File: config.mk
export PLATFORM = sky130hd
export DESIGN_NAME = strap_eeprom_loader
export DESIGN_NICKNAME = d
export VERILOG_FILES = /design/src/verilog/strap_eeprom_loader.v /design/src/verilog/tick_divider.v /design/src/verilog/word_fifo.v
export VERILOG_INCLUDE_DIRS = /design/src /design/src/verilog
export SDC_FILE = /design/constraint.sdc
export NUM_CORES = 1
export LEC_CHECK = 0
export ABC_AREA = 1
export ABC_CLOCK_PERIOD_IN_PS = 4019
export BUFFER_PORTS_ARGS = -buffer_cell sky130_fd_sc_hd__buf_2
export CAP_MARGIN = 20
export CORE_MARGIN = 2
export CORE_UTILIZATION = 40
export DETAILED_ROUTE_END_ITERATION = 10
export GPL_TIMING_DRIVEN = 0
export PLACE_DENSITY = 0.61
export SYNTH_ARGS = -nofsm -noshare
export SYNTH_HDL_FRONTEND = slang
export SYNTH_SLANG_ARGS = --single-unit
File: constraint.sdc
create_clock -name clk -period 4.02 [get_ports clk]
set_input_delay 0.201 -clock clk [delete_from_list [all_inputs] [get_ports clk]]
set_output_delay 0.201 -clock clk [all_outputs]
set_load 0.01 [all_outputs]
File: src/verilog/strap_loader_defines.vh
// constants shared by the strap sampler and configuration loader
`ifndef STRAP_LOADER_DEFINES_VH
`define STRAP_LOADER_DEFINES_VH

// ------------------------------------------------------------
// clock and timing
// ------------------------------------------------------------
`define CLK_PERIOD_NS 40
// strap sampling window after system reset release
`define INIT_TIME_NS 20000
`define INIT_CYCLES ((`INIT_TIME_NS + `CLK_PERIOD_NS - 1) / `CLK_PERIOD_NS)
// half period of the serial clock, least time
`define EE_HALF_NS 160
`define EE_HALF_CYCLES ((`EE_HALF_NS + `CLK_PERIOD_NS - 1) / `CLK_PERIOD_NS)
// select high time between two accesses, least time
`define CS_GAP_NS 250
`define CS_GAP_CYCLES ((`CS_GAP_NS + `CLK_PERIOD_NS - 1) / `CLK_PERIOD_NS)

// ------------------------------------------------------------
// serial memory command layout
// ------------------------------------------------------------
`define EE_START_BIT 1'h1
`define EE_OPCODE_READ 2'h2
`define EE_ADDR_W 6
`define EE_DATA_W 16
`define EE_WORDS 64

// ------------------------------------------------------------
// buffering and payload codes
// ------------------------------------------------------------
`define FIFO_DEPTH 16
`define MPS_CODE_256 3'h1
`define MPS_CODE_512 3'h2

`endif

File: src/verilog/strap_eeprom_loader.v
// strap sampling and serial configuration memory loader
//
// Notes on behaviour
// - we make the serial memory clock and drive it while loading.
// - command, address bits leave on the serial out pin, MSB first.
// - memory read bits are captured from the serial in pin.
// - select goes low for an access, high between and after accesses.
// - select pin sampled at init; low skips all loading, high enables.
// - payload strap high reports 512 bytes, low reports 256 bytes.
// - management data and clock lines are only pulled low or released.
// - system reset low clears all state, straps and sequencing.
`timescale 1ns/1ps
`default_nettype none
`include "strap_loader_defines.vh"

module strap_eeprom_loader #(
   parameter ADDR_W = `EE_ADDR_W,
   parameter DATA_W = `EE_DATA_W,
   parameter WORDS = `EE_WORDS,
   parameter FIFO_DEPTH = `FIFO_DEPTH,
   parameter FIFO_AW = 4,
   parameter INIT_CYCLES = `INIT_CYCLES,
   parameter HALF_CYCLES = `EE_HALF_CYCLES,
   parameter GAP_CYCLES = `CS_GAP_CYCLES
) (
   // clock and reset
   input wire clk,
   input wire rst,
   input wire systemResetN,
   // serial memory pins
   output reg eepromSerialClock,
   output wire eepromSerialClockOe,
   output wire eepromSerialOut,
   input wire eepromSerialIn,
   input wire eepromSelectNIn,
   output reg eepromSelectN,
   output reg eepromSelectNOe,
   // straps
   input wire payloadCapStrap,
   // management bus pins
   input wire sclIn,
   output wire sclOut,
   output wire sclOe,
   input wire sdaIn,
   output wire sdaOut,
   output wire sdaOe,
   // management bus user side
   input wire sclPullLow,
   input wire sdaPullLow,
   output reg sclLevel,
   output reg sdaLevel,
   // configuration word stream
   output wire wordValid,
   input wire wordReady,
   output wire [DATA_W-1:0] wordData,
   // status
   output reg loaderEnabled,
   output reg loadDone,
   output reg maxPayload512,
   output reg [2:0] maxPayloadCode
);

   // ------------------------------------------------------------
   // states
   // ------------------------------------------------------------
   localparam [5:0] ST_INIT = 6'h01;
   localparam [5:0] ST_WAIT = 6'h02;
   localparam [5:0] ST_CMD = 6'h04;
   localparam [5:0] ST_READ = 6'h08;
   localparam [5:0] ST_GAP = 6'h10;
   localparam [5:0] ST_DONE = 6'h20;
   localparam CMD_W = 3 + ADDR_W;

   // ------------------------------------------------------------
   // input synchronisers
   // ------------------------------------------------------------
   reg resetMeta, resetSync;
   reg selMeta, loaderSkipStrapN;
   reg capMeta, capSync;
   reg dinMeta, dinSync;
   reg sclMeta, sdaMeta;
   wire localRst;

   // pins are asynchronous to clk, two flops each
   always @(posedge clk) begin
      if (rst) begin
         resetMeta <= 1'b0;
         resetSync <= 1'b0;
      end else begin
         resetMeta <= systemResetN;
         resetSync <= resetMeta;
      end
   end

   assign localRst = rst || !resetSync;

   always @(posedge clk) begin
      if (localRst) begin
         selMeta <= 1'b1;
         loaderSkipStrapN <= 1'b1;
         capMeta <= 1'b0;
         capSync <= 1'b0;
         dinMeta <= 1'b0;
         dinSync <= 1'b0;
         sclMeta <= 1'b1;
         sclLevel <= 1'b1;
         sdaMeta <= 1'b1;
         sdaLevel <= 1'b1;
      end else begin
         selMeta <= eepromSelectNIn;
         loaderSkipStrapN <= selMeta;
         capMeta <= payloadCapStrap;
         capSync <= capMeta;
         dinMeta <= eepromSerialIn;
         dinSync <= dinMeta;
         sclMeta <= sclIn;
         sclLevel <= sclMeta;
         sdaMeta <= sdaIn;
         sdaLevel <= sdaMeta;
      end
   end

   // ------------------------------------------------------------
   // management bus, open drain
   // ------------------------------------------------------------
   // never driven high: the external pull-up makes the high level
   assign sclOut = 1'b0;
   assign sclOe = sclPullLow;
   assign sdaOut = 1'b0;
   assign sdaOe = sdaPullLow;

   // ------------------------------------------------------------
   // serial clock divider
   // ------------------------------------------------------------
   reg [5:0] state;
   wire halfTick;
   wire shifting;

   assign shifting = (state == ST_CMD) || (state == ST_READ);

   tick_divider #(
      .DIV(HALF_CYCLES)
   ) halfDivider (
      .clk(clk),
      .rst(localRst),
      .enable(shifting),
      .tick(halfTick)
   );

   // ------------------------------------------------------------
   // word buffer
   // ------------------------------------------------------------
   reg fifoInValid;
   reg [DATA_W-1:0] readShift;
   wire fifoInReady;

   word_fifo #(
      .WIDTH(DATA_W),
      .DEPTH(FIFO_DEPTH),
      .AW(FIFO_AW)
   ) wordBuffer (
      .clk(clk),
      .rst(localRst),
      .inValid(fifoInValid),
      .inReady(fifoInReady),
      .inData(readShift),
      .outValid(wordValid),
      .outReady(wordReady),
      .outData(wordData)
   );

   // ------------------------------------------------------------
   // loader sequencer
   // ------------------------------------------------------------
   reg [15:0] waitCount;
   reg [7:0] bitCount;
   reg [ADDR_W:0] wordIndex;
   reg [CMD_W-1:0] cmdShift;
   wire lastBit;
   wire lastWord;

   assign eepromSerialOut = cmdShift[CMD_W-1];
   assign eepromSerialClockOe = loaderEnabled && !loadDone;
   assign lastWord = (wordIndex == WORDS[ADDR_W:0]);
   assign lastBit = (state == ST_CMD) ?
      (bitCount == CMD_W[7:0] - 8'h01) :
      (bitCount == DATA_W[7:0] - 8'h01);

   always @(posedge clk) begin
      if (localRst) begin
         // everything here clears while the system reset is low
         state <= ST_INIT;
         waitCount <= 16'h0000;
         bitCount <= 8'h00;
         wordIndex <= {(ADDR_W+1){1'b0}};
         cmdShift <= {CMD_W{1'b0}};
         readShift <= {DATA_W{1'b0}};
         fifoInValid <= 1'b0;
         eepromSerialClock <= 1'b0;
         eepromSelectN <= 1'b1;
         eepromSelectNOe <= 1'b0;
         loaderEnabled <= 1'b0;
         loadDone <= 1'b0;
         maxPayload512 <= 1'b0;
         maxPayloadCode <= `MPS_CODE_256;
      end else begin
         fifoInValid <= 1'b0;
         case (state)
            ST_INIT: begin
               // select pin stays released while it acts as a strap
               if (waitCount == INIT_CYCLES[15:0] - 16'h0001) begin
                  waitCount <= 16'h0000;
                  loaderEnabled <= loaderSkipStrapN;
                  maxPayload512 <= capSync;
                  maxPayloadCode <= capSync ? `MPS_CODE_512 :
                     `MPS_CODE_256;
                  if (loaderSkipStrapN) begin
                     // a tied-low strap would fight a driven high
                     eepromSelectNOe <= 1'b1;
                     eepromSelectN <= 1'b1;
                     state <= ST_WAIT;
                  end else begin
                     loadDone <= 1'b1;
                     state <= ST_DONE;
                  end
               end else begin
                  waitCount <= waitCount + 16'h0001;
               end
            end
            ST_WAIT: begin
               // stall between words while the buffer is full
               if (fifoInReady) begin
                  cmdShift <= {`EE_START_BIT, `EE_OPCODE_READ,
                     wordIndex[ADDR_W-1:0]};
                  bitCount <= 8'h00;
                  eepromSelectN <= 1'b0;
                  state <= ST_CMD;
               end
            end
            ST_CMD: begin
               if (halfTick) begin
                  eepromSerialClock <= !eepromSerialClock;
                  // data changes on the falling edge only
                  if (eepromSerialClock) begin
                     cmdShift <= {cmdShift[CMD_W-2:0], 1'b0};
                     if (lastBit) begin
                        bitCount <= 8'h00;
                        state <= ST_READ;
                     end else begin
                        bitCount <= bitCount + 8'h01;
                     end
                  end
               end
            end
            ST_READ: begin
               if (halfTick) begin
                  eepromSerialClock <= !eepromSerialClock;
                  // sample late in the high phase, sync lag included
                  if (eepromSerialClock) begin
                     readShift <= {readShift[DATA_W-2:0], dinSync};
                     if (lastBit) begin
                        fifoInValid <= 1'b1;
                        eepromSelectN <= 1'b1;
                        wordIndex <= wordIndex + 1'b1;
                        waitCount <= 16'h0000;
                        state <= ST_GAP;
                     end else begin
                        bitCount <= bitCount + 8'h01;
                     end
                  end
               end
            end
            ST_GAP: begin
               if (waitCount == GAP_CYCLES[15:0] - 16'h0001) begin
                  waitCount <= 16'h0000;
                  if (lastWord) begin
                     loadDone <= 1'b1;
                     state <= ST_DONE;
                  end else begin
                     state <= ST_WAIT;
                  end
               end else begin
                  waitCount <= waitCount + 16'h0001;
               end
            end
            ST_DONE: begin
               eepromSerialClock <= 1'b0;
               eepromSelectN <= 1'b1;
            end
            default: begin
               state <= ST_INIT;
            end
         endcase
      end
   end

endmodule // strap_eeprom_loader

`default_nettype wire

File: src/verilog/tick_divider.v
// divider giving a one-cycle enable pulse every DIV clocks
`timescale 1ns/1ps
`default_nettype none

module tick_divider #(
   parameter DIV = 4
) (
   // clock and reset
   input wire clk,
   input wire rst,
   // control
   input wire enable,
   output reg tick
);

   reg [15:0] count;

   // restart on enable so the first tick is a full period later
   always @(posedge clk) begin
      if (rst || !enable) begin
         count <= 16'h0000;
         tick <= 1'b0;
      end else if (count == DIV[15:0] - 16'h0001) begin
         count <= 16'h0000;
         tick <= 1'b1;
      end else begin
         count <= count + 16'h0001;
         tick <= 1'b0;
      end
   end

endmodule // tick_divider

`default_nettype wire

File: src/verilog/word_fifo.v
// flip-flop FIFO with valid and ready on both sides
`timescale 1ns/1ps
`default_nettype none

module word_fifo #(
   parameter WIDTH = 16,
   parameter DEPTH = 16,
   parameter AW = 4
) (
   // clock and reset
   input wire clk,
   input wire rst,
   // fill side
   input wire inValid,
   output wire inReady,
   input wire [WIDTH-1:0] inData,
   // drain side
   output wire outValid,
   input wire outReady,
   output wire [WIDTH-1:0] outData
);

   reg [WIDTH-1:0] mem [0:DEPTH-1];
   reg [AW-1:0] wrPtr;
   reg [AW-1:0] rdPtr;
   reg [AW:0] count;
   wire push;
   wire pop;

   assign inReady = (count != DEPTH[AW:0]);
   assign outValid = (count != {(AW+1){1'b0}});
   assign outData = mem[rdPtr];
   assign push = inValid && inReady;
   assign pop = outValid && outReady;

   always @(posedge clk) begin
      if (push) begin
         mem[wrPtr] <= inData;
      end
   end

   always @(posedge clk) begin
      if (rst) begin
         wrPtr <= {AW{1'b0}};
         rdPtr <= {AW{1'b0}};
         count <= {(AW+1){1'b0}};
      end else begin
         if (push) begin
            wrPtr <= (wrPtr == DEPTH[AW-1:0] - 1'b1) ? {AW{1'b0}} :
               wrPtr + 1'b1;
         end
         if (pop) begin
            rdPtr <= (rdPtr == DEPTH[AW-1:0] - 1'b1) ? {AW{1'b0}} :
               rdPtr + 1'b1;
         end
         if (push && !pop) begin
            count <= count + 1'b1;
         end else if (pop && !push) begin
            count <= count - 1'b1;
         end
      end
   end

endmodule // word_fifo

`default_nettype wire

After elaboration in Yosys (flattened, before gate mapping)
Memory sizes are Yosys's and may differ from the RTL's. A register that Yosys moved wholly into a read port is not among the register bits.
Cells that the tools add are included.
{ "word_totals": {"ramBits": 256, "wordCells": 165, "regBits": 114, "mem_count": 1, "in_bits": 11} }
{ "mem_list": {"columns": ["memory", "words", "word_bits", "rd", "rd_ports_with_merged_regs", "wr", "line", "source"], "rows": [
  ["wordBuffer.mem", 16, 16, 1, 1, 1, "word_fifo.v:23", "reg [WIDTH-1:0] mem [0:DEPTH-1];"]
]} }
{ "op_classes": {"add_sub_neg": 8, "n_reduce_logical": 36, "n_eq_ne": 29, "mux": 56, "bitwise": 4} }
{ "ops": {"columns": ["op", "n"], "rows": [
  ["$mux 16", 5],
  ["$mux 6", 11],
  ["$mux 8", 7],
  ["$pmux 16 s3", 1],
  ["$pmux 6 s6", 1],
  ["$add 16x1->16 const B", 2],
  ["$mux 9", 3],
  ["$pmux 8 s3", 1],
  ["$ne 2x2->1 const B", 10],
  ["$pmux 9 s2", 1],
  ["$eq 16x2->1 const B", 1],
  ["$eq 16x3->1 const B", 1],
  ["$eq 16x9->1 const B", 1],
  ["$eq 8x4->1 const B", 2],
  ["$mux 1", 16],
  ["$mux 4", 4],
  ["$reduce_and 7->1", 2],
  ["$reduce_and 4->1", 3],
  ["$mux 5", 2],
  ["$reduce_and 10->1", 1],
  ["$add 4x1->4 const B", 2],
  ["$add 8x1->8 const B", 1],
  ["$eq 4x4->1 const B", 2],
  ["$ne 2x1->1 const B", 4],
  ["27 further kinds", 49]
]} }

Logic depth before layout (Yosys ltp)
Gate-level depths: netlist (run 1).
{ "logic_depth": {"ltp_word": 6, "ltp_mapped": 15} }

Modules after synthesis
A second synthesis (run 1) with hierarchy kept.
{ "hier_totals": {"hier_cells": 1840, "hier_area_um2": 16792.4} }
{ "modules_own_cells": {"columns": ["mod", "area_per_inst_um2", "cells_each", "n_inst", "seq_area_each_um2"], "rows": [
  ["word_fifo", 11588.6, 1098, 1, 8027.7],
  ["strap_eeprom_loader", 4295.4, 610, 1, 1641.6],
  ["tick_divider", 908.4, 132, 1, 340.3]
]} }

Worst setup path before layout (run 1)
No wires, ideal clock.
{ "synth_path": {"path_type": "flip-flop to flip-flop", "start": "register wordBuffer.count[1]", "end": "memory wordBuffer.mem[7][0] (enable)", "path_slack_ps": 1580, "stages_incl_launch_ff": 7, "t_required_ps": 3611, "period_less_slack_ps": 2440, "arrival_ps": 2030, "path_cell_list": "dfxtp_1 > nor2_1 > nand3_1 > nand2_1 > inv_1 > nand2_1 > nor3_1"} }
{ "synth_between": {"elab_chain_len": 4} }
{ "synth_rtl": {"columns": ["item", "line", "source"], "rows": [
  ["start: declaration", "word_fifo.v:26", "reg [AW:0] count;"],
  ["start signal: assignment", "word_fifo.v:46", "count <= {(AW+1){1'b0}};"],
  ["start signal: assignment", "word_fifo.v:57", "count <= count + 1'b1;"],
  ["start signal: assignment", "word_fifo.v:59", "count <= count - 1'b1;"],
  ["$ne 5x5->1", "word_fifo.v:30", "assign inReady = (count != DEPTH[AW:0]);"],
  ["$logic_and 1x1->1", "word_fifo.v:33", "assign push = inValid && inReady;"],
  ["net wordBuffer.push", "word_fifo.v:27", "wire push;"],
  ["$mux 1", "word_fifo.v:37", "if (push) begin"],
  ["$mux 1 (implied by the code)", "word_fifo.v:38", "mem[wrPtr] <= inData;"],
  ["end: declaration", "word_fifo.v:23", null]
]} }
The timed path passes the listed nets, and every way through them passes these cells.

==> results.tsv, run 1 <==
stage	metric	value	unit
clocking	worstSkewPairLatency	0.56	ns
setup_path	path_cells	clkbuf_1 > buf_1 > a21oi_1 > o21ai_0 > o21ai_0 > o211ai_1 > nand2_1 > buf_2	
route	ant_nets	0	
place	place_inst	2126	
pwr	power.leakage	0.006267	uW
clocking	post_cts_buffers	0	
grt	grt_usage	19.75	%
sta	setup_violations	0	
logic_synthesis	synth.most_common_cell	edfxtp_1	
grt	antenna_found_initial	2	
sta	worst_pin_slew	0.9446	ns
grt	grt_pass1_wl	63310	um
cells_and_area	ff_latch_area	0.01001	mm2
logic_synthesis	synthDistinctLibCells	46	
setup_path	path_buf_inv	3	
clocking	cts_made_buffers	41	
setup_path	endpoint_kind	output port	
clocking	cts_resized	0	
clocking	cts_num_sinks	372	
sta	maxSlewViolCount	0	
clocking	clk_path_buf_depth	3	
route	dr_wl_met3	2826	um
grt	overflow	0	
logic_synthesis	synth_top_area_share	47.95	%
setup_path	crit_top_cell	o21ai_0	
setup_path	worstSetupPathType	flop to output port	
job	maxCapViolations	0	
route	via_count	11526	
pwr	p_int	5992	uW
sta	fmaxAchievable	0.3165	GHz
logic_synthesis	synth_cells	1543	
die	start_util	40.44	%
logic_synthesis	synthesis.area	0.01603	mm2
cells_and_area	final_cells	2203	
run_status	status	finished, final reports clean	
route	dr_wl_met2	19390	um
grt	grt_pass1_vias	11039	
die	fp.dieH	204.2	um
cells_and_area	n_fill_cell	3673	
pwr	power.switching	1539	uW
sta	tns	0	ns
grt	grt_max_degree	19	
setup_path	cp.required	3.82	ns
route	highest_layer	met4	
logic_synthesis	ys.warnings.count	0	
logic_synthesis	synthTopCellsByArea	edfxtp_1 48%, dfxtp_1 14%, nand2_1 5.1%	
logic_synthesis	synth-edff-count	256	
worst_hold_path	hold_class	primary input to flop	
setup_path	critPathLaunchType	flop	
clocking	clkTransAtPathRegs	0.05	ns
sta	rsz0062_at_grt	false	
route	drt-total-wl	40840	um
logic_synthesis	yosys_most_used_dff	edfxtp_1	
die	ioPinCount	45	
pwr	p_per_area	407.3	mW/mm2
logic_synthesis	avgSynthCellArea	10.39	um2
route	drt_iter0_drc	897	
place	gp_congestion	0.9049	
cells_and_area	finalNetCount	1678	
clocking	ctsRootBufferMaster	clkbuf_16	
logic_synthesis	yosys.area.top_type	edfxtp_1	
sta	min_period_over_period	78.59	%
pwr	peakVddDrop	0.3503	mV
setup_path	crit_path_max_fanout	10	
setup_path	critPathTopFamily	buffers and inverters	
logic_synthesis	ys_ff_latch	372	
cells_and_area	area_delta_synth_final	15.32	%
setup_path	cp.arrival	2.96	ns
pwr	pwr-share-comb	0.4	%
logic_synthesis	async_reset_ff_share	0	%
cells_and_area	layout-drive-gt1-share	11.75	%
sta	relSlewSlack	36.94	%
place	hpwl	28110	um
clocking	htreeDepth	2	
place	portBuffers	39	
pwr	p_seq_share	53.7	%
logic_synthesis	synth_common_cells	256 x edfxtp_1, 218 x nand2_1, 157 x inv_1	
route	wirelength_met1	17830	um
die	die_x	204.2	um
sta	timing.final.crit_period	3.159	ns
logic_synthesis	synth-seq-area-share	62.44	%
route	wl_per_cell	18.54	um
route	vias_per_cell	5.232	
sta	hold_violations	0	
sta	skew	0.02450	ns
die	rows	73	
route	drtPass1Iterations	5	
clocking	cts_tree	built	
pwr	switching_share	20.43	%
setup_path	slowest_delay	0.55	ns
route	drc_errors	0	
die	fp.coreArea	0.03964	mm2
cells_and_area	multiInputGateArea	0.005129	mm2
die	dieArea	0.04170	mm2
clocking	hold_buffers	7	
pwr	clock_power_share	45.9	%
setup_path	slowest_stage	clkbuf_1	
cell type report:
type / count / share of cell area [%]
clock buffers: 44 / 5.610
well taps: 525 / 3.553
diodes: 1 / 0.01354
plain buffers: 71 / 1.773
multi-input cells: 938 / 27.74
repair buffers: 63 / 2.910
inverters: 164 / 3.330
flip-flops and latches: 372 / 54.14
clock inverters: 25 / 0.9272
layer usage:
| metal | GRT usage [%] | up-vias |
|---|---|---|
| met5 | 0 | - |
| met4 | 5.124 | 0 |
| met3 | 2.934 | 58 |
| met2 | 33.04 | 356 |
| met1 | 26.89 | 5552 |
| li1 | - | 5560 |
logic make-up after synthesis:
kind of cell	after synthesis	synth area share [%]
compound gates	328	11.46
fa+ha+maj	16	1.296
other cells	1	0.02339
buf+inv	235	5.885
simple gates	511	14.03
mux	64	3.996
flops	372	62.44
xor+xnor	16	0.8741
flip-flops by register name, indices dropped and copies added (netlist names), 4 cells and up, named ones only:
signal / flops
halfDivider.count: 16
wordBuffer.wrPtr: 4
wordBuffer.mem: 256
wordBuffer.rdPtr: 4
readShift: 16
waitCount: 16
bitCount: 8
state: 6
cmdShift: 9
wordIndex: 7
wordBuffer.count: 5
tightest hold or removal path: stages:
cell and delay [ns]:
buf_2 0.07, nand2_1 0.17, nand2_1 0.11, a21oi_1 0.07
power by group through the flow:
stage	sequential, uW	combinational [uW]	clock, uW
final	4040	33.2	3450
after global routing	4040	37.2	3650
after CTS	4040	33.6	3500
after detailed placement	4130	28.3	0
after global placement	4120	28.0	0
after floorplan	4120	17.4	0
final timing paths:
kind / startpoint / end / slack, ns / cells past startpoint
worst min register to register: capMeta / capSync / 0.41 / 2
worst max register to register: wordBuffer.count[1] / wordBuffer.count[4] / 1.38 / 15
worst max-delay path: flop / wordData[3] / 0.86 / 8
worst min-delay path: wordReady / flop / 0.14 / 4
cell usage in the layout, fill, tap and decap left out, drive strengths merged, types with 73 or more instances in the layout:
master,instances
inv,167
buf,93
nand2,224
edfxtp,256
nand3,73
dfxtp,116
o21ai,126
clkbuf,78
nor2,155
a21oi,124
through the flow:
step / instance area, um2 / utilization (%) / power (uW) / hold slack (ns) / worst slack, ns
after floorplan: 16040 / - / 4142 / 0.2722 / 1.580
after global placement: 16890 / 42.61 / 4153 / 0.3881 / 0.09334
after detailed placement: 17210 / 43.41 / 4153 / 0.3895 / 1.424
after CTS: 18490 / 46.63 / 7582 / 0.1285 / 0.8566
after global routing: 18490 / 46.63 / 7727 / 0.1682 / 0.5935
final: 18490 / 46.64 / 7531 / 0.1414 / 0.8607
No activity file was read; power rests on OpenSTA's default activity.
==> inputs of run 2 (changes only) <==
--- a/config.mk
+++ b/config.mk
@@ -7,14 +7,14 @@
 export NUM_CORES = 1
 export LEC_CHECK = 0
 export ABC_AREA = 1
-export ABC_CLOCK_PERIOD_IN_PS = 4019
+export ABC_CLOCK_PERIOD_IN_PS = 2900
 export BUFFER_PORTS_ARGS = -buffer_cell sky130_fd_sc_hd__buf_2
 export CAP_MARGIN = 20
 export CORE_MARGIN = 2
 export CORE_UTILIZATION = 40
 export DETAILED_ROUTE_END_ITERATION = 10
 export GPL_TIMING_DRIVEN = 0
-export PLACE_DENSITY = 0.61
+export PLACE_DENSITY = 0.63
 export SYNTH_ARGS = -nofsm -noshare
 export SYNTH_HDL_FRONTEND = slang
 export SYNTH_SLANG_ARGS = --single-unit
==> constraint.sdc (replaced) <==
create_clock -name clk -period 2.9 [get_ports clk]
set_input_delay 0.145 -clock clk [delete_from_list [all_inputs] [get_ports clk]]
set_output_delay 0.145 -clock clk [all_outputs]
set_load 0.01 [all_outputs]
==> run 2 against run 1 <==
Effect of this change: global-route usage up 0.29 points; flip-flop and latch count unchanged; worst hold slack worse by 0.068 ns; sequential power up 39%; clock power up 58%; critical path type unchanged.
==> results.tsv, run 2 (synthesized netlist as in run 1, its figures left out) <==
stage	metric	value	unit
run_status	status	finished, final reports clean	
grt	antenna_found_initial	0	
sta	setup_violations	0	
clocking	clk_path_buf_depth	3	
pwr	pwr-share-comb	0.4	%
setup_path	crit_top_cell	clkbuf_1	
route	vias_per_cell	5.273	
setup_path	path_cells	clkbuf_1 > inv_1 > clkbuf_1 > o211ai_1 > nand2_1 > buf_2	
route	wl_per_cell	18.67	um
cells_and_area	area_delta_synth_final	16.89	%
pwr	p_int	8875	uW
grt	grt_pass1_wl	63450	um
place	hpwl	27550	um
setup_path	crit_path_max_fanout	10	
die	fp.dieH	204.2	um
setup_path	endpoint_kind	output port	
route	via_count	11647	
die	ioPinCount	45	
place	gp_congestion	0.8581	
grt	grt_pass1_vias	11160	
setup_path	critPathLaunchType	flop	
clocking	cts_num_sinks	372	
pwr	peakVddDrop	0.5015	mV
setup_path	cp.arrival	2.67	ns
pwr	clock_power_share	49.1	%
sta	hold_violations	0	
cells_and_area	largest_reg_flops	256	
sta	tns	0	ns
sta	whs	0.07335	ns
clocking	clkTransAtPathRegs	0.06	ns
cells_and_area	layout_commonest_cell	edfxtp_1	
setup_path	cp.required	2.76	ns
route	ant_nets	0	
pwr	p_total	11100	uW
pwr	p_seq_share	50.5	%
cells_and_area	finalNetCount	1678	
route	drt-total-wl	41240	um
route	drtPass1Iterations	5	
clocking	ctsRootBufferMaster	clkbuf_16	
clocking	htreeDepth	2	
clocking	cts_made_buffers	41	
cells_and_area	n_fill_cell	3644	
die	rows	73	
pwr	power.leakage	0.006394	uW
clocking	worstSkewPairLatency	0.58	ns
die	fp.coreArea	0.03964	mm2
clocking	cts_tree	built	
place	portBuffers	39	
cells_and_area	mostFrequentLayoutCells	256 x edfxtp_1, 217 x nand2_1, 157 x inv_1, 131 x nor2_1, 125 x o21ai_0	
sta	min_period_over_period	97.04	%
route	drc_errors	0	
sta	relSlewSlack	47.73	%
setup_path	slowest_stage	clkbuf_1	
sta	worst_pin_slew	0.7832	ns
die	start_util	40.44	%
die	die_x	204.2	um
setup_path	slowest_delay	0.63	ns
sta	maxSlewViolCount	0	
grt	overflow	0	
setup_path	worstSetupPathType	flop to output port	
sta	timing.final.crit_period	2.814	ns
grt	grt_max_degree	19	
route	drt_iter0_drc	1092	
pwr	switching_share	20.06	%
sta	rsz0062_at_grt	true	
sta	fmaxAchievable	0.3553	GHz
sta	skew	0.02875	ns
pwr	p_per_area	592.4	mW/mm2
cells_and_area	top_register	wordBuffer.mem	
cells_and_area	layout-drive-gt1-share	12.77	%
grt	grt_usage	20.04	%
pwr	power.switching	2227	uW
job	maxCapViolations	0	
die	dieArea	0.04170	mm2
worst_hold_path	hold_class	primary input to flop	
cells_and_area	diodes	0	
[run 2: layout make-up]
| class | instances | area, um2 | share of cell area (%) |
|---|---|---|---|
| plain buffers | 71 | 352.8 | 1.883 |
| clock buffers | 48 | 1084 | 5.782 |
| clock inverters | 28 | 342.8 | 1.829 |
| inverters | 164 | 615.6 | 3.285 |
| multi-input cells | 938 | 5131 | 27.38 |
| flip-flops and latches | 372 | 10010 | 53.42 |
| well taps | 525 | 656.9 | 3.505 |
| repair buffers | 63 | 546.8 | 2.918 |
[run 2: worst paths after layout]
check	from	slack (ns)	depth (start not counted)	to
worst max-delay path	flop	0.09	6	wordData[13]
worst max register to register	wordBuffer.count[1]	0.33	12	wordBuffer.count[3]
worst min register to register	resetMeta	0.41	2	resetSync
worst min-delay path	wordReady	0.07	4	flop
[run 2: per-stage QoR]
step                      setup WS, ns  instance area (um2)  utilization (%)  std cells
final                          0.08577                18740            47.27       2209
after global routing          -0.01688                18740            47.27       2209
after CTS                      0.02581                18720            47.23       2209
after detailed placement        0.2357                17220            43.43       2126
after global placement          -1.182                16890            42.61       2109
after floorplan                 0.4605                16040                -       1545
[run 2: repair_timing]
item / in CTS / in global routing
hold endpoints to repair: 7 / 0
gates resized for setup: 8 / 9
endpoints found under the setup margin: 14 / 15
setup buffers: 0 / 0
hold buffers: 7 / 0
[run 2: metal layers]
| layer | vias up | track usage [%] | part of all wire [%] | wire length (um) |
|---|---|---|---|---|
| li1 | 5566 | - | - | - |
| met1 | 5597 | 26.99 | 43 | 17900 |
| met2 | 399 | 32.12 | 46 | 19110 |
| met3 | 85 | 4.145 | 7.3 | 3029 |
| met4 | 0 | 7.065 | 2.9 | 1199 |
| met5 | - | 0 | 0 | 0 |
[run 2: worst max-delay path, delay by kind of cell, from the launching register on]
| kind | cells | cell delay, ns |
|---|---|---|
| compound gates | 1 | 0.27 |
| flops | 1 | 0.33 |
| buf+inv | 4 | 1.35 |
| simple gates | 1 | 0.16 |
[run 2: power groups by stage]
stage          combinational [uW]  sequential [uW]  clock (uW)
2_1_floorplan                24.1             5720           0
3_3_place_gp                 39.6             5720           0
3_5_place_dp                 39.8             5720           0
4_1_cts                      47.4             5600        5550
5_1_grt                      52.4             5600        5740
6_report                     47.0             5600        5450
==> inputs of run 3 (changes only) <==
--- a/config.mk
+++ b/config.mk
@@ -12,6 +12,7 @@
 export CAP_MARGIN = 20
 export CORE_MARGIN = 2
 export CORE_UTILIZATION = 40
+export CTS_BUF_LIST = sky130_fd_sc_hd__clkbuf_8
 export DETAILED_ROUTE_END_ITERATION = 10
 export GPL_TIMING_DRIVEN = 0
 export PLACE_DENSITY = 0.63
==> run 3 against run 2 <==
Effect of this change: design area is 1.0% lower; register-to-register slack hardly changed; worst hold slack better by 0.14 ns; critical path depth is 2 higher; final cell count is 1.8% higher; power is 9.2% lower; fmax is 0.85% higher; sequential share of layout area is 0.56 points higher; via count is 1.0% higher; critical endpoint is now wordData[3]; largest power group unchanged.
==> results.tsv, run 3 (synthesized netlist as in run 1, its figures left out) <==
stage	metric	value	unit
place	place_inst	2126	
setup_path	r2r_end	wordBuffer.count[3]	
pwr	p_per_area	543.6	mW/mm2
clocking	worstSkewPairLatency	0.70	ns
grt	grt_pass1_vias	11258	
route	ant_nets	0	
route	wl_per_cell	18.37	um
place	portBuffers	39	
cells_and_area	top_register	wordBuffer.mem	
sta	min_period_over_period	96.22	%
setup_path	critPathLaunchType	flop	
worst_hold_path	worstHoldStart	rst	
die	dieArea	0.04170	mm2
clocking	cts_made_buffers	60	
place	gp_congestion	0.8581	
setup_path	worstSetupPathType	flop to output port	
pwr	p_int	7925	uW
clocking	cts_tree	built	
sta	whs	0.2093	ns
die	ioPinCount	45	
cells_and_area	diodes	0	
clocking	clk_path_buf_depth	3	
sta	skew	0.04512	ns
cells_and_area	area_delta_synth_final	15.67	%
route	drtPass1Iterations	5	
setup_path	r2r-start	wordBuffer.count[1]	
pwr	pwr-share-comb	0.5	%
clocking	cts_num_sinks	372	
cells_and_area	finalNetCount	1698	
setup_path	crit_path_max_fanout	10	
cells_and_area	final_cells	2248	
cells_and_area	largest_reg_flops	256	
pwr	power.leakage	0.006440	uW
sta	worst_pin_slew	0.8291	ns
cells_and_area	final_core_util	46.78	%
cells_and_area	layout-drive-gt1-share	13.70	%
clocking	post_cts_buffers	0	
pwr	switching_share	21.38	%
sta	maxSlewViolCount	0	
cells_and_area	layout_commonest_cell	edfxtp_1	
setup_path	cp.arrival	2.65	ns
grt	grt_usage	19.97	%
sta	setup_violations	0	
clocking	ctsRootBufferMaster	clkbuf_8	
setup_path	cp.required	2.76	ns
run_status	status	finished, final reports clean	
sta	fmaxAchievable	0.3584	GHz
setup_path	endpoint_kind	output port	
route	vias_per_cell	5.235	
clocking	htreeDepth	2	
route	drc_errors	0	
sta	relSlewSlack	44.65	%
grt	grt_max_degree	19	
sta	tns	0	ns
sta	hold_violations	0	
die	rows	73	
setup_path	rr_worst_depth	12	
worst_hold_path	hold_class	primary input to flop	
grt	overflow	0	
pwr	peakVddDrop	0.3365	mV
job	maxCapViolations	0	
clocking	clkTransAtPathRegs	0.06	ns
pwr	power.switching	2155	uW
route	drt-total-wl	41290	um
place	hpwl	27550	um
grt	grt_pass1_wl	63310	um
worst_hold_path	min_to	resetSync	
route	via_count	11768	
sta	timing.final.crit_period	2.790	ns
pwr	p_seq_share	55.6	%
die	fp.coreArea	0.03964	mm2
die	start_util	40.44	%
pwr	clock_power_share	43.9	%
die	die_x	204.2	um
setup_path	regToRegSetupSlack	0.34	ns
die	fp.dieH	204.2	um
worst_hold_path	min_path_cells	3	
route	drt_iter0_drc	1080	
cells_and_area	mostFrequentLayoutCells	256 x edfxtp_1, 217 x nand2_1, 184 x inv_1, 131 x nor2_1, 125 x o21ai_0	
grt	antenna_found_initial	0	
## run 3: cell count changes in the layout (fill, tap and decap cells not counted), moves of 3 or more
cell and delta:
clkinv_8 -3, buf_1 -3, clkinv_2 +4, clkbuf_1 -7
bufinv_16 -4, inv_1 +27, clkbuf_8 +65, buf_2 -3
buf_4 +3, clkbuf_16 -42
## run 3: worst max-delay path: stages, from the launching register on
cell      delay (ns)
dfxtp_1         0.38
clkbuf_4        0.22
clkbuf_4        0.24
buf_4           0.29
mux2i_1         0.11
o211ai_1        0.20
nand3_1         0.17
nand2_1         0.21
buf_2           0.16
## run 3: layer usage
metal / vias up / part of all wire, % / track usage, %
li1: 5620 / - / -
met1: 5658 / 44 / 26.71
met2: 412 / 46 / 31.90
met3: 78 / 7.7 / 4.911
met4: 0 / 2.2 / 6.496
met5: - / 0 / 0
## run 3: timing repair
item / in CTS / in global routing
setup endpoints to repair: 16 / 17
hold buffers: 8 / 0
hold endpoints to repair: 16 / 0
resized for setup: 14 / 22
## run 3: stage by stage
step                power, uW  area (um2)  setup slack, ns
floorplan                5742       16040           0.4605
global placement         5758       16890           -1.182
detailed placement       5758       17220           0.2357
CTS                     10170       18510         -0.01753
global route            10400       18540       -0.0007796
finish                  10080       18540           0.1095
## run 3: cell type report
class	count	area, um2
timing repair buffer	64	556.8
buffer	71	384.1
clock buffer	66	908.4
inverter	164	615.6
multi-input combinational	938	5131
sequential	372	10010
tap	525	656.9
clock inverter	48	281.5
fill	3682	21100
## run 3: power by group through the flow
stage	Sequential (uW)	Combinational, uW	Clock, uW
after floorplan	5720	24.1	0
after global placement	5720	39.6	0
after detailed placement	5720	39.8	0
after CTS	5610	48.2	4520
after global routing	5600	53.7	4740
final	5610	47.8	4430
## run 3: how the worst max path moves through the flow
| stage | endpoint | slack, ns | depth (start not counted) |
|---|---|---|---|
| 6_report | wordData[3] | 0.11 | 8 |
| 2_1_floorplan | wordBuffer.mem[7][0] | 0.46 | 6 |
| 5_1_grt | wordData[4] | -0.0008 | 8 |
| 3_5_place_dp | wordBuffer.count[3] | 0.24 | 13 |
| 3_3_place_gp | wordBuffer.mem[7][11] | -1.18 | 6 |
| 4_1_cts | wordData[4] | -0.02 | 8 |
